## src/arp_prio_regs.vh

```
// Register map, field layout and reset values of the ARP/RARP and priority classifier
// Function
// IP multicast bit 14 set marks IP multicast frames cross-VLAN.
// Unicast bit 13 set marks unicast cross-VLAN only on learning table hit.
// Bit 12 set marks RARP frames cross-VLAN.
// Action 00 gives empty portmap; 01 gives broadcast portmap.
// Action 10: non-CPU ingress to CPU only; CPU ingress to broadcast minus CPU.
// Action 11: non-CPU ingress to CPU only; CPU ingress to default ports minus CPU.
// Priority enable bit 9 set puts ARP/RARP in queue from bits 8:7.
// Bits 6:5 pick egress tagging: default, unmodified, tagged, untagged.
// Bit 4 set marks ARP frames cross-VLAN.
// Bit 3 set marks ARP and RARP frames as management.
// Bit 2 set marks ARP and RARP frames as span.
// Bit 1 set traps ARP frames.
// Bit 0 set traps RARP frames.
// Tagged user priority n picks queue from map bits 2n+1:2n.
// Priority enable clear: ARP/RARP use ordinary queue classification.
// Priority map applies only to tagged frames; untagged use other sources.
// CPU port identified by three-bit CPU port number field.
`ifndef ARP_PRIO_REGS_VH
`define ARP_PRIO_REGS_VH

// ----------------------------------------
// Register byte addresses
// ----------------------------------------
`define OFS_ARP_CTRL     12'h000
`define OFS_PRIO_MAP     12'h004
`define OFS_CPU_PORT     12'h008

// ----------------------------------------
// Control register fields
// ----------------------------------------
`define B_IPMC_XVLAN     14
`define B_UC_XVLAN       13
`define B_RARP_XVLAN     12
`define B_ACT_HI         11
`define B_ACT_LO         10
`define B_PRIO_EN        9
`define B_QSEL_HI        8
`define B_QSEL_LO        7
`define B_TAG_HI         6
`define B_TAG_LO         5
`define B_ARP_XVLAN      4
`define B_MGMT           3
`define B_SPAN           2
`define B_ARP_TRAP       1
`define B_RARP_TRAP      0
`define CTRL_WMASK       16'h7fff
`define CPU_PORT_HI      15
`define CPU_PORT_LO      13

// ----------------------------------------
// Reset values
// ----------------------------------------
`define RST_ARP_CTRL     16'h0000
`define RST_PRIO_MAP     16'h0000
`define RST_CPU_PORT     3'h0

`endif

```

## src/arp_rarp_vlan_priority_classifier.v

```verilog
// ARP/RARP forwarding and VLAN user priority queue classifier with APB registers
//
// Chosen here: the APB slave port and the register addresses.
`include "arp_prio_regs.vh"
`default_nettype none

module arp_rarp_vlan_priority_classifier #(
   parameter NPORTS = 6
) (
   // Clock and reset
   input  wire              mclk,
   input  wire              reset,
   // APB slave
   input  wire              psel,
   input  wire              penable,
   input  wire              pwrite,
   input  wire [11:0]       paddr,
   input  wire [31:0]       pwdata,
   output reg  [31:0]       prdata,
   output reg               pready,
   output reg               pslverr,
   // Received frame descriptor
   input  wire              frameValid,
   input  wire              isArp,
   input  wire              isRarp,
   input  wire              isIpMulticast,
   input  wire              isUnicast,
   input  wire              learnHit,
   input  wire              isTagged,
   input  wire [2:0]        userPriority,
   input  wire [2:0]        ingressPort,
   input  wire [NPORTS-1:0] broadcastPortmap,
   input  wire [NPORTS-1:0] defaultPortmap,
   input  wire [1:0]        ordinaryQueue,
   // Classification result
   output reg               resultValid,
   output reg               arpRarpHit,
   output reg  [NPORTS-1:0] portmap,
   output reg               portmapOverride,
   output reg  [1:0]        queue,
   output reg  [1:0]        egressTagMode,
   output reg               crossVlan,
   output reg               management,
   output reg               span,
   output reg               trap
);

   // ----------------------------------------
   // Registers
   // ----------------------------------------
   // Control word; bit 15 stays zero
   reg [15:0] arp_rarp_handling_control;
   // Two-bit queue field per user priority
   reg [15:0] tag_priority_queue_map;
   // Which physical port the CPU sits on
   reg [2:0]  cpu_port_number;

   // Two-bit queue field of the map for a given user priority
   function [1:0] mapQueue;
      input [15:0] map;
      input [2:0]  prio;
      begin
         mapQueue = map[{prio, 1'b0} +: 2];
      end
   endfunction

   // ----------------------------------------
   // APB slave, zero wait states
   // ----------------------------------------
   // Setup phase of a transfer; the access phase follows it
   wire        setup   = psel & ~penable;
   // Address decode against the three word addresses
   wire        hitCtrl = (paddr == `OFS_ARP_CTRL);
   wire        hitMap  = (paddr == `OFS_PRIO_MAP);
   wire        hitCpu  = (paddr == `OFS_CPU_PORT);
   wire        mapped  = hitCtrl | hitMap | hitCpu;
   // Completing edge of a transfer
   wire        access  = psel & penable & pready;
   reg  [31:0] next_prdata;

   // Read mux; unmapped reads and all writes return zero
   always @* begin
      next_prdata = 32'h0000_0000;
      if (~pwrite & hitCtrl)
         next_prdata = {16'h0000, arp_rarp_handling_control};
      if (~pwrite & hitMap)
         next_prdata = {16'h0000, tag_priority_queue_map};
      if (~pwrite & hitCpu)
         next_prdata = {16'h0000, cpu_port_number, 13'h0000};
   end

   // Ready raised in the setup cycle so each access phase lasts one cycle
   always @(posedge mclk or posedge reset) begin
      if (reset)
         pready <= 1'b0;
      else
         pready <= setup;
   end

   // Error answered with the ready pulse for any unmapped address
   always @(posedge mclk or posedge reset) begin
      if (reset)
         pslverr <= 1'b0;
      else
         pslverr <= setup & ~mapped;
   end

   // Read data captured at setup so it stands beside ready
   always @(posedge mclk or posedge reset) begin
      if (reset)
         prdata <= 32'h0000_0000;
      else if (setup)
         prdata <= next_prdata;
   end

   // Writes land only at the completing edge; bit 15 of control is reserved
   always @(posedge mclk or posedge reset) begin
      if (reset)
         arp_rarp_handling_control <= `RST_ARP_CTRL;
      else if (access & pwrite & hitCtrl)
         arp_rarp_handling_control <= pwdata[15:0] & `CTRL_WMASK;
   end

   // Priority map takes the whole low half word
   always @(posedge mclk or posedge reset) begin
      if (reset)
         tag_priority_queue_map <= `RST_PRIO_MAP;
      else if (access & pwrite & hitMap)
         tag_priority_queue_map <= pwdata[15:0];
   end

   // CPU port number sits in the top three bits of the half word
   always @(posedge mclk or posedge reset) begin
      if (reset)
         cpu_port_number <= `RST_CPU_PORT;
      else if (access & pwrite & hitCpu)
         cpu_port_number <= pwdata[`CPU_PORT_HI:`CPU_PORT_LO];
   end

   // ----------------------------------------
   // Classification, one cycle latency
   // ----------------------------------------

   // ----------------------------------------
   // Control field views
   // ----------------------------------------
   // Named views keep the decode below readable
   wire [15:0]       c                            = arp_rarp_handling_control;
   wire              ip_multicast_cross_vlan      = c[`B_IPMC_XVLAN];
   wire              unicast_cross_vlan           = c[`B_UC_XVLAN];
   wire              rarp_cross_vlan              = c[`B_RARP_XVLAN];
   wire [1:0]        arp_rarp_portmap_action      = c[`B_ACT_HI:`B_ACT_LO];
   wire              arp_rarp_priority_enable     = c[`B_PRIO_EN];
   wire [1:0]        arp_rarp_queue_select        = c[`B_QSEL_HI:`B_QSEL_LO];
   wire [1:0]        arp_rarp_egress_tag_handling = c[`B_TAG_HI:`B_TAG_LO];
   wire              arp_cross_vlan               = c[`B_ARP_XVLAN];
   wire              arp_rarp_as_management       = c[`B_MGMT];
   wire              arp_rarp_as_span             = c[`B_SPAN];
   wire              arp_trap_enable              = c[`B_ARP_TRAP];
   wire              rarp_trap_enable             = c[`B_RARP_TRAP];

   // ----------------------------------------
   // Per-priority queue fields of the map
   // ----------------------------------------
   // One view per user priority; fields sit two bits apart
   wire [1:0]        user_prio0_queue = mapQueue(tag_priority_queue_map, 3'h0);
   wire [1:0]        user_prio1_queue = mapQueue(tag_priority_queue_map, 3'h1);
   wire [1:0]        user_prio2_queue = mapQueue(tag_priority_queue_map, 3'h2);
   wire [1:0]        user_prio3_queue = mapQueue(tag_priority_queue_map, 3'h3);
   wire [1:0]        user_prio4_queue = mapQueue(tag_priority_queue_map, 3'h4);
   wire [1:0]        user_prio5_queue = mapQueue(tag_priority_queue_map, 3'h5);
   wire [1:0]        user_prio6_queue = mapQueue(tag_priority_queue_map, 3'h6);
   wire [1:0]        user_prio7_queue = mapQueue(tag_priority_queue_map, 3'h7);

   // ----------------------------------------
   // Frame decode
   // ----------------------------------------
   // Either protocol takes the same portmap, queue and tag path
   wire              arpAny  = isArp | isRarp;
   // A CPU port number of six or more matches no physical port
   wire              fromCpu = (ingressPort == cpu_port_number);
   wire [NPORTS-1:0] cpuMask = {{(NPORTS-1){1'b0}}, 1'b1} << cpu_port_number;

   // Portmap for one action code; CPU port dropped on CPU ingress for codes 10 and 11
   function [NPORTS-1:0] pickPortmap;
      input [1:0]        code;
      input              cpuIn;
      input [NPORTS-1:0] bcast;
      input [NPORTS-1:0] dflt;
      input [NPORTS-1:0] cpuBit;
      begin
         case (code)
            2'b00: pickPortmap = {NPORTS{1'b0}};
            2'b01: pickPortmap = bcast;
            2'b10: pickPortmap = cpuIn ? (bcast & ~cpuBit) : cpuBit;
            2'b11: pickPortmap = cpuIn ? (dflt & ~cpuBit) : cpuBit;
            default: pickPortmap = {NPORTS{1'b0}};
         endcase
      end
   endfunction

   // ----------------------------------------
   // Next-state logic
   // ----------------------------------------
   reg  [NPORTS-1:0] next_portmap;
   reg  [1:0]        next_mapQueue;
   reg  [1:0]        next_queue;
   reg  [1:0]        next_egressTagMode;
   reg               next_crossVlan;
   reg               next_management;
   reg               next_span;
   reg               next_trap;

   // Only ARP/RARP frames get an action portmap; others see zero
   always @* begin
      if (arpAny)
         next_portmap = pickPortmap(arp_rarp_portmap_action, fromCpu, broadcastPortmap,
                                    defaultPortmap, cpuMask);
      else
         next_portmap = {NPORTS{1'b0}};
   end

   // Tag priority lookup; a case keeps the mux flat
   always @* begin
      case (userPriority)
         3'h0: next_mapQueue = user_prio0_queue;
         3'h1: next_mapQueue = user_prio1_queue;
         3'h2: next_mapQueue = user_prio2_queue;
         3'h3: next_mapQueue = user_prio3_queue;
         3'h4: next_mapQueue = user_prio4_queue;
         3'h5: next_mapQueue = user_prio5_queue;
         3'h6: next_mapQueue = user_prio6_queue;
         3'h7: next_mapQueue = user_prio7_queue;
         default: next_mapQueue = user_prio0_queue;
      endcase
   end

   // Queue: ARP override first, then tag priority, else ordinary source
   always @* begin
      if (arpAny & arp_rarp_priority_enable)
         next_queue = arp_rarp_queue_select;
      else if (isTagged)
         next_queue = next_mapQueue;
      else
         next_queue = ordinaryQueue;
   end

   // Tag handling only means something for ARP/RARP frames
   always @* begin
      if (arpAny)
         next_egressTagMode = arp_rarp_egress_tag_handling;
      else
         next_egressTagMode = 2'b00;
   end

   // Cross-VLAN marking from any of the four sources
   always @* begin
      next_crossVlan = 1'b0;
      if (ip_multicast_cross_vlan & isIpMulticast)
         next_crossVlan = 1'b1;
      if (unicast_cross_vlan & isUnicast & learnHit)
         next_crossVlan = 1'b1;
      if (rarp_cross_vlan & isRarp)
         next_crossVlan = 1'b1;
      if (arp_cross_vlan & isArp)
         next_crossVlan = 1'b1;
   end

   // Management, span and trap flags; trap is per protocol
   always @* begin
      next_management = arp_rarp_as_management & arpAny;
      next_span       = arp_rarp_as_span & arpAny;
      next_trap       = (arp_trap_enable & isArp) |
                        (rarp_trap_enable & isRarp);
   end

   // ----------------------------------------
   // Registered outputs
   // ----------------------------------------
   // Result pulse, one cycle behind the descriptor strobe
   always @(posedge mclk or posedge reset) begin
      if (reset)
         resultValid <= 1'b0;
      else
         resultValid <= frameValid;
   end

   // Hit and override flags, qualified by the descriptor strobe
   always @(posedge mclk or posedge reset) begin
      if (reset) begin
         arpRarpHit      <= 1'b0;
         portmapOverride <= 1'b0;
      end else begin
         arpRarpHit      <= frameValid & arpAny;
         portmapOverride <= frameValid & arpAny;
      end
   end

   // Portmap follows its inputs each cycle; read it with resultValid
   always @(posedge mclk or posedge reset) begin
      if (reset)
         portmap <= {NPORTS{1'b0}};
      else
         portmap <= next_portmap;
   end

   // Queue left unqualified to save a gate level on the path
   always @(posedge mclk or posedge reset) begin
      if (reset)
         queue <= 2'b00;
      else
         queue <= next_queue;
   end

   // Tag mode, zero for every frame that is not ARP/RARP
   always @(posedge mclk or posedge reset) begin
      if (reset)
         egressTagMode <= 2'b00;
      else
         egressTagMode <= next_egressTagMode;
   end

   // Cross-VLAN flag, gated so an idle cycle never flags
   always @(posedge mclk or posedge reset) begin
      if (reset)
         crossVlan <= 1'b0;
      else
         crossVlan <= frameValid & next_crossVlan;
   end

   // Remaining flags, gated the same way
   always @(posedge mclk or posedge reset) begin
      if (reset) begin
         management <= 1'b0;
         span       <= 1'b0;
         trap       <= 1'b0;
      end else begin
         management <= frameValid & next_management;
         span       <= frameValid & next_span;
         trap       <= frameValid & next_trap;
      end
   end

endmodule // arp_rarp_vlan_priority_classifier

`default_nettype wire

```

## config.mk

```make
export PLATFORM = sky130hd
export DESIGN_NAME = arp_rarp_vlan_priority_classifier
export DESIGN_NICKNAME = d
export VERILOG_FILES = /design/src/arp_rarp_vlan_priority_classifier.v
export VERILOG_INCLUDE_DIRS = /design/src
export SDC_FILE = /design/constraint.sdc
export NUM_CORES = 1
export LEC_CHECK = 0
export BUFFER_PORTS_ARGS = -buffer_cell sky130_fd_sc_hd__buf_2
export CAP_MARGIN = 20
export CORE_MARGIN = 3
export CORE_UTILIZATION = 35
export CTS_CLUSTER_DIAMETER = 100
export DETAILED_ROUTE_END_ITERATION = 10
export SYNTH_ARGS = -nofsm -noshare
export SYNTH_HDL_FRONTEND = slang
export SYNTH_SLANG_ARGS = --single-unit
```

## constraint.sdc

```tcl
create_clock -name mclk -period 2.5 [get_ports mclk]
set_input_delay 0.125 -clock mclk [delete_from_list [all_inputs] [get_ports mclk]]
set_output_delay 0.125 -clock mclk [all_outputs]
set_load 0.01 [all_outputs]
```

Yosys cells after proc, flatten, opt, wreduce, memory -nomap -nowiden

Cells that the tools add are included.

Latch bits: 0
Memories kept: 0
Input bits: 76
Output and inout port bits: 51
Word-level logic and storage cells: 83
Bits in read-only memories: 0
RAM bits: 0
Flip-flop bits (word level): 84

Reduce and logical (&&, ||, !) cells: 3
Shift-type cells: 1
Muxes and demuxes: 15
Div/mod/pow operators: 0
$lt $le $gt $ge: 0
Bitwise gates (word level): 36
Equal/unequal tests: 13
$mul: 0
Add/subtract/negate cells: 0

Operators by type and width:

| kind                  | count |
|---|---|
| $mux W32              | 1 |
| $and A1 B1 Y1         | 26 |
| $pmux W6 S4           | 1 |
| $mux W6               | 3 |
| $mux W16              | 1 |
| $pmux W2 S8           | 1 |
| $mux W15              | 1 |
| $and A6 B6 Y6         | 2 |
| $eq A12 B3 Y1 const B | 1 |
| $eq A12 B4 Y1 const B | 1 |
| $eq A3 B3 Y1 const B  | 4 |
| $logic_not A12 Y1     | 1 |
| $eq A3 B2 Y1 const B  | 2 |
| $mux W2               | 3 |
| $not A6 Y6            | 1 |
| $shl A1 B3 Y6 const A | 1 |
| $eq A2 B2 Y1 const B  | 2 |
| $mux W1               | 4 |
| $or A1 B1 Y1          | 4 |
| $eq A3 B1 Y1 const B  | 1 |
| $eq A3 B3 Y1          | 1 |
| $logic_not A3 Y1      | 1 |
| $not A1 Y1            | 3 |
| $eq A2 B1 Y1 const B  | 1 |
| $logic_not A2 Y1      | 1 |

Longest topological paths before layout

Depth after elaboration: 6
Gate-level depth with buffers: 6
Gate-level depth less buffers: 4

Worst setup path after synthesis

OpenSTA, ideal clock, no wires.

Path type: input -> register
Start: input paddr[7]
End: register tag_priority_queue_map[0]
Path buffers: 2
Arrival time: 1.635 ns
Path slack: 0.739 ns
Cell stages on the path: 6
Library setup time: 0.125 ns
Data required time: 2.375 ns
Path through: nor4_2 -> nand3_2 -> or4_1 -> buf_6 -> buf_12 -> mux2_4

Longest elaborated chain between the ends: 2

RTL lines:

| what                           | RTL line                                | source |
|---|---|---|
| start: declaration             | arp_rarp_vlan_priority_classifier.v:17  | `input wire [11:0] paddr,` |
| $eq A12 B3 Y1 (no source line) | --                                      |  |
| $and A1 B1 Y1                  | arp_rarp_vlan_priority_classifier.v:128 | `else if (access & pwrite & hitMap)` |
| end signal: assignment         | arp_rarp_vlan_priority_classifier.v:127 | `` tag_priority_queue_map <= `RST_PRIO_MAP; `` |
| end signal: assignment         | arp_rarp_vlan_priority_classifier.v:129 | `tag_priority_queue_map <= pwdata[15:0];` |
| end: declaration               | arp_rarp_vlan_priority_classifier.v:54  | `reg [15:0] tag_priority_queue_map;` |

Every way passes these cells.
A chain may end at the register's enable or synchronous reset.

Worst setup path after layout

Start: register pready
End: register tag_priority_queue_map[2]

Longest elaborated chain between the ends: 3

RTL lines:

| what                        | RTL line                                | source |
|---|---|---|
| start: declaration          | arp_rarp_vlan_priority_classifier.v:20  | `output reg pready,` |
| start signal: assignment    | arp_rarp_vlan_priority_classifier.v:97  | `pready <= setup;` |
| $and A1 B1 Y1               | arp_rarp_vlan_priority_classifier.v:78  | `wire access = psel & penable & pready;` |
| $and A1 B1 Y1 (2 in series) | arp_rarp_vlan_priority_classifier.v:128 |  |

Every way passes these cells.

==> impl_metrics.csv <==
group,metric,value,unit
outcome,status,"completed",
final_layout,drive_gt1_share,39.8,%
final_layout,design_area,0.00416,mm2
cts,cts_tree,"yes",
critical_path,cp-endpoint,"tag_priority_queue_map[2]",
power,combPwrFrac,8.3,%
timing,period_needed,1.71,ns
drt,first_iter_violations,127,
grt,grt_use_met3,3.40,%
timing,max_freq,586,MHz
floorplanning,chipWidth,105,um
critical_path,worstSetupPathType,"flip-flop to flip-flop",
timing,maxSlewViolCount,0,
timing,finalClockSkew,0.0156,ns
power,ir_drop,250,uV
grt,grt_max_degree,37,
drt,ant_nets,0,
critical_path,worstSetupStartpointType,"flip-flop",
power,switchingPower,0.562,mW
worst_hold_path,holdCritPathClass,"input port to flip-flop",
critical_path,worstPathRequired,2.73,ns
grt,grt_use_met2,24.5,%
cts,clock_sinks,68,
timing,tns,0,ns
final_layout,fillCellCount,906,
final_layout,final_common_cell,"buf_2",
synth,ys.flop_type,"dfrtp_1",
cts,htreeDepth,3,
cts,clock_latency,0.35,ns
floorplanning,core_area,0.00933,mm2
critical_path,r2r-start,"pready",
timing,worst_slew_pin_slew,0.763,ns
critical_path,crit_slowest_cell,"or4_1",
critical_path,arrival,1.94,ns
drt,finalWirelength,8.30,mm
floorplanning,start_util,36.4,%
placement,placed_cells,506,
power,clockPowerShare,39.0,%
final_layout,post-route-util,44.6,%
critical_path,crit_fanout,16,
synth,synth_cell_types,48,
final_layout,area_growth,22.3,%
flow_run,maxCapViolations,0,
timing,period_share,68.2,%
timing,slew_headroom,49.0,%
drt,wl_per_cell,15.7,um
critical_path,crit_path_start,"pready",
grt,grt.met1_usage,20.9,%
floorplanning,std_cell_rows,35,
timing,finalSetupViolations,0,
synth,yosys_register_bits,68,
power,power_frac_seq,52.7,%
cts,cts_buffers,9,
critical_path,critPathMaxStageDelay,0.45,ns
drt,dr.pass1.iters,6,
timing,rsz0062_at_grt,"false",
synth,post_synth.cell_area_avg,11.5,um2
power,netSwitchingFraction,26.7,%
critical_path,worstRegToRegCells,4,
drt,drc_errors,0,
timing,hold_viol,0,
cts,cts_root_buffer,"clkbuf_8",
power,cellPowerDensity,505,mW/mm2
placement,port_buffers,94,
final_layout,final_cell_mix,"94 x buf_2, 68 x dfrtp_1, 27 x mux2_2",
worst_hold_path,min_from,"pwdata[7]",
grt,grt_pass1_vias,2525,
cts,clk_pin_slew,0.08,ns
critical_path,crit_chain,"nand4_1 > or4_1 > buf_4 > mux2_4",
synth,ys_warn_count,0,
drt,vias_per_cell,4.85,
drt,vias,2563,
synth,yosysSeqAreaShare,50.1,%
critical_path,endpoint_kind,"flip-flop",
timing,fin_ws,0.794,ns
grt,antenna_found_initial,0,
synth,synth_edf_count,0,
floorplanning,die_y,105,um
critical_path,reg2reg_slack,0.79,ns
grt,grt_first_pass_wirelength,13.3,mm
final_layout,nets,470,
final_layout,multi_input_area,0.00152,mm2
placement,dp_hpwl,6.07,mm
final_layout,regArea,0.00170,mm2
cts,clock_path_buffers,2,
floorplanning,die_area,0.0109,mm2
floorplanning,ios,127,
grt,grtUsageTotal,15.5,%
final_layout,antenna_cells,0,
critical_path,reg2reg_to,"tag_priority_queue_map[2]",
power,leakage,2.13,nW
placement,place_ws,0.566,ns
placement,place_congestion,0.782,
synth,syn_inst,296,
grt,grt_overflow_total,0,
power,p_int,1.54,mW
synth,async_flop_share,100,%
placement,placed_cell_area,0.00392,mm2
synth,synth_area,0.00340,mm2
final_layout,final_cell_count_no_fill,528,
grt,busiest_layer,"met2",
[flip-flops by register name, summed over array words and instances (netlist names)]
register                   cells
management                     1
queue                          2
resultValid                    1
egressTagMode                  2
tag_priority_queue_map        16
pslverr                        1
span                           1
crossVlan                      1
portmapOverride                1
pready                         1
cpu_port_number                3
prdata                        16
trap                           1
portmap                        6
arp_rarp_handling_control     15
[worst min path at each step]
stage | to | cells after the start
detailed placement | resultValid | 1
global route | tag_priority_queue_map[1] | 2
floorplan | resultValid | 0
CTS | tag_priority_queue_map[3] | 2
global placement | resultValid | 1
finish | tag_priority_queue_map[7] | 2
[cell type report]
cell class                 count  area share [%]
sequential                    68            40.9
multi-input combinational    205            36.5
timing repair buffer         105            14.0
tap                          129            3.88
clock buffer                   9            2.98
clock inverter                 7            1.26
inverter                       5           0.451
[cells by family after synthesis]
family | Yosys count | synth area share, %
AOI/OAI and AO/OA | 49 | 9.09
DFF | 68 | 50.1
other | 1 | 0.110
xor gates and xnor gates | 3 | 0.773
muxes | 58 | 19.6
buffers and inverters | 38 | 6.88
and+or+nand+nor | 79 | 13.5
[per-layer routing]
layer | wire length [um] | part of all wire [%] | vias to the layer above
li1 | - | - | 1223
met1 | 3790 | 46 | 1244
met2 | 3960 | 48 | 86
met3 | 434 | 5.2 | 10
met4 | 108 | 1.3 | 0
met5 | 0 | 0 | -
[Yosys cell counts, types with 6 or more instances]
cell type | number | area share (%)
mux2i_1 | 21 | 6.2
nand2_1 | 25 | 2.8
buf_4 | 17 | 3.8
nor2b_1 | 6 | 1.1
mux2_2 | 27 | 8.9
clkbuf_1 | 10 | 1.1
a21oi_1 | 6 | 0.88
mux2_4 | 10 | 4.4
o21ai_0 | 21 | 3.1
nor2_1 | 9 | 0.99
dfrtp_1 | 68 | 50
[what timing repair did]
action	in CTS	in global routing
endpoints found under the hold margin	37	0
setup buffers	0	0
gates resized for setup	0	0
hold buffers	6	0
[power by group through the flow]
stage / clock, mW / sequential [mW] / combinational (mW)
finish: 0.819 / 1.11 / 0.175
detailed placement: 0 / 1.13 / 0.169
global route: 0.900 / 1.11 / 0.194
CTS: 0.846 / 1.11 / 0.177
global placement: 0 / 1.13 / 0.167
floorplan: 0 / 1.13 / 0.0963
[worst max-delay path: cells and delay by family, from the launching register on]
kind          cells  cell delay (ns)
simple gates      2             0.67
flops             1             0.35
mux               1             0.33
buf+inv           1             0.24
[metrics by stage]
step | total power, mW | hold WS [ns]
floorplan | 1.23 | 0.156
global placement | 1.30 | 0.302
detailed placement | 1.30 | 0.303
CTS | 2.13 | 0.00846
global route | 2.20 | 0.00901
finish | 2.10 | 0.0266
(Power assumes the default switching activity.)
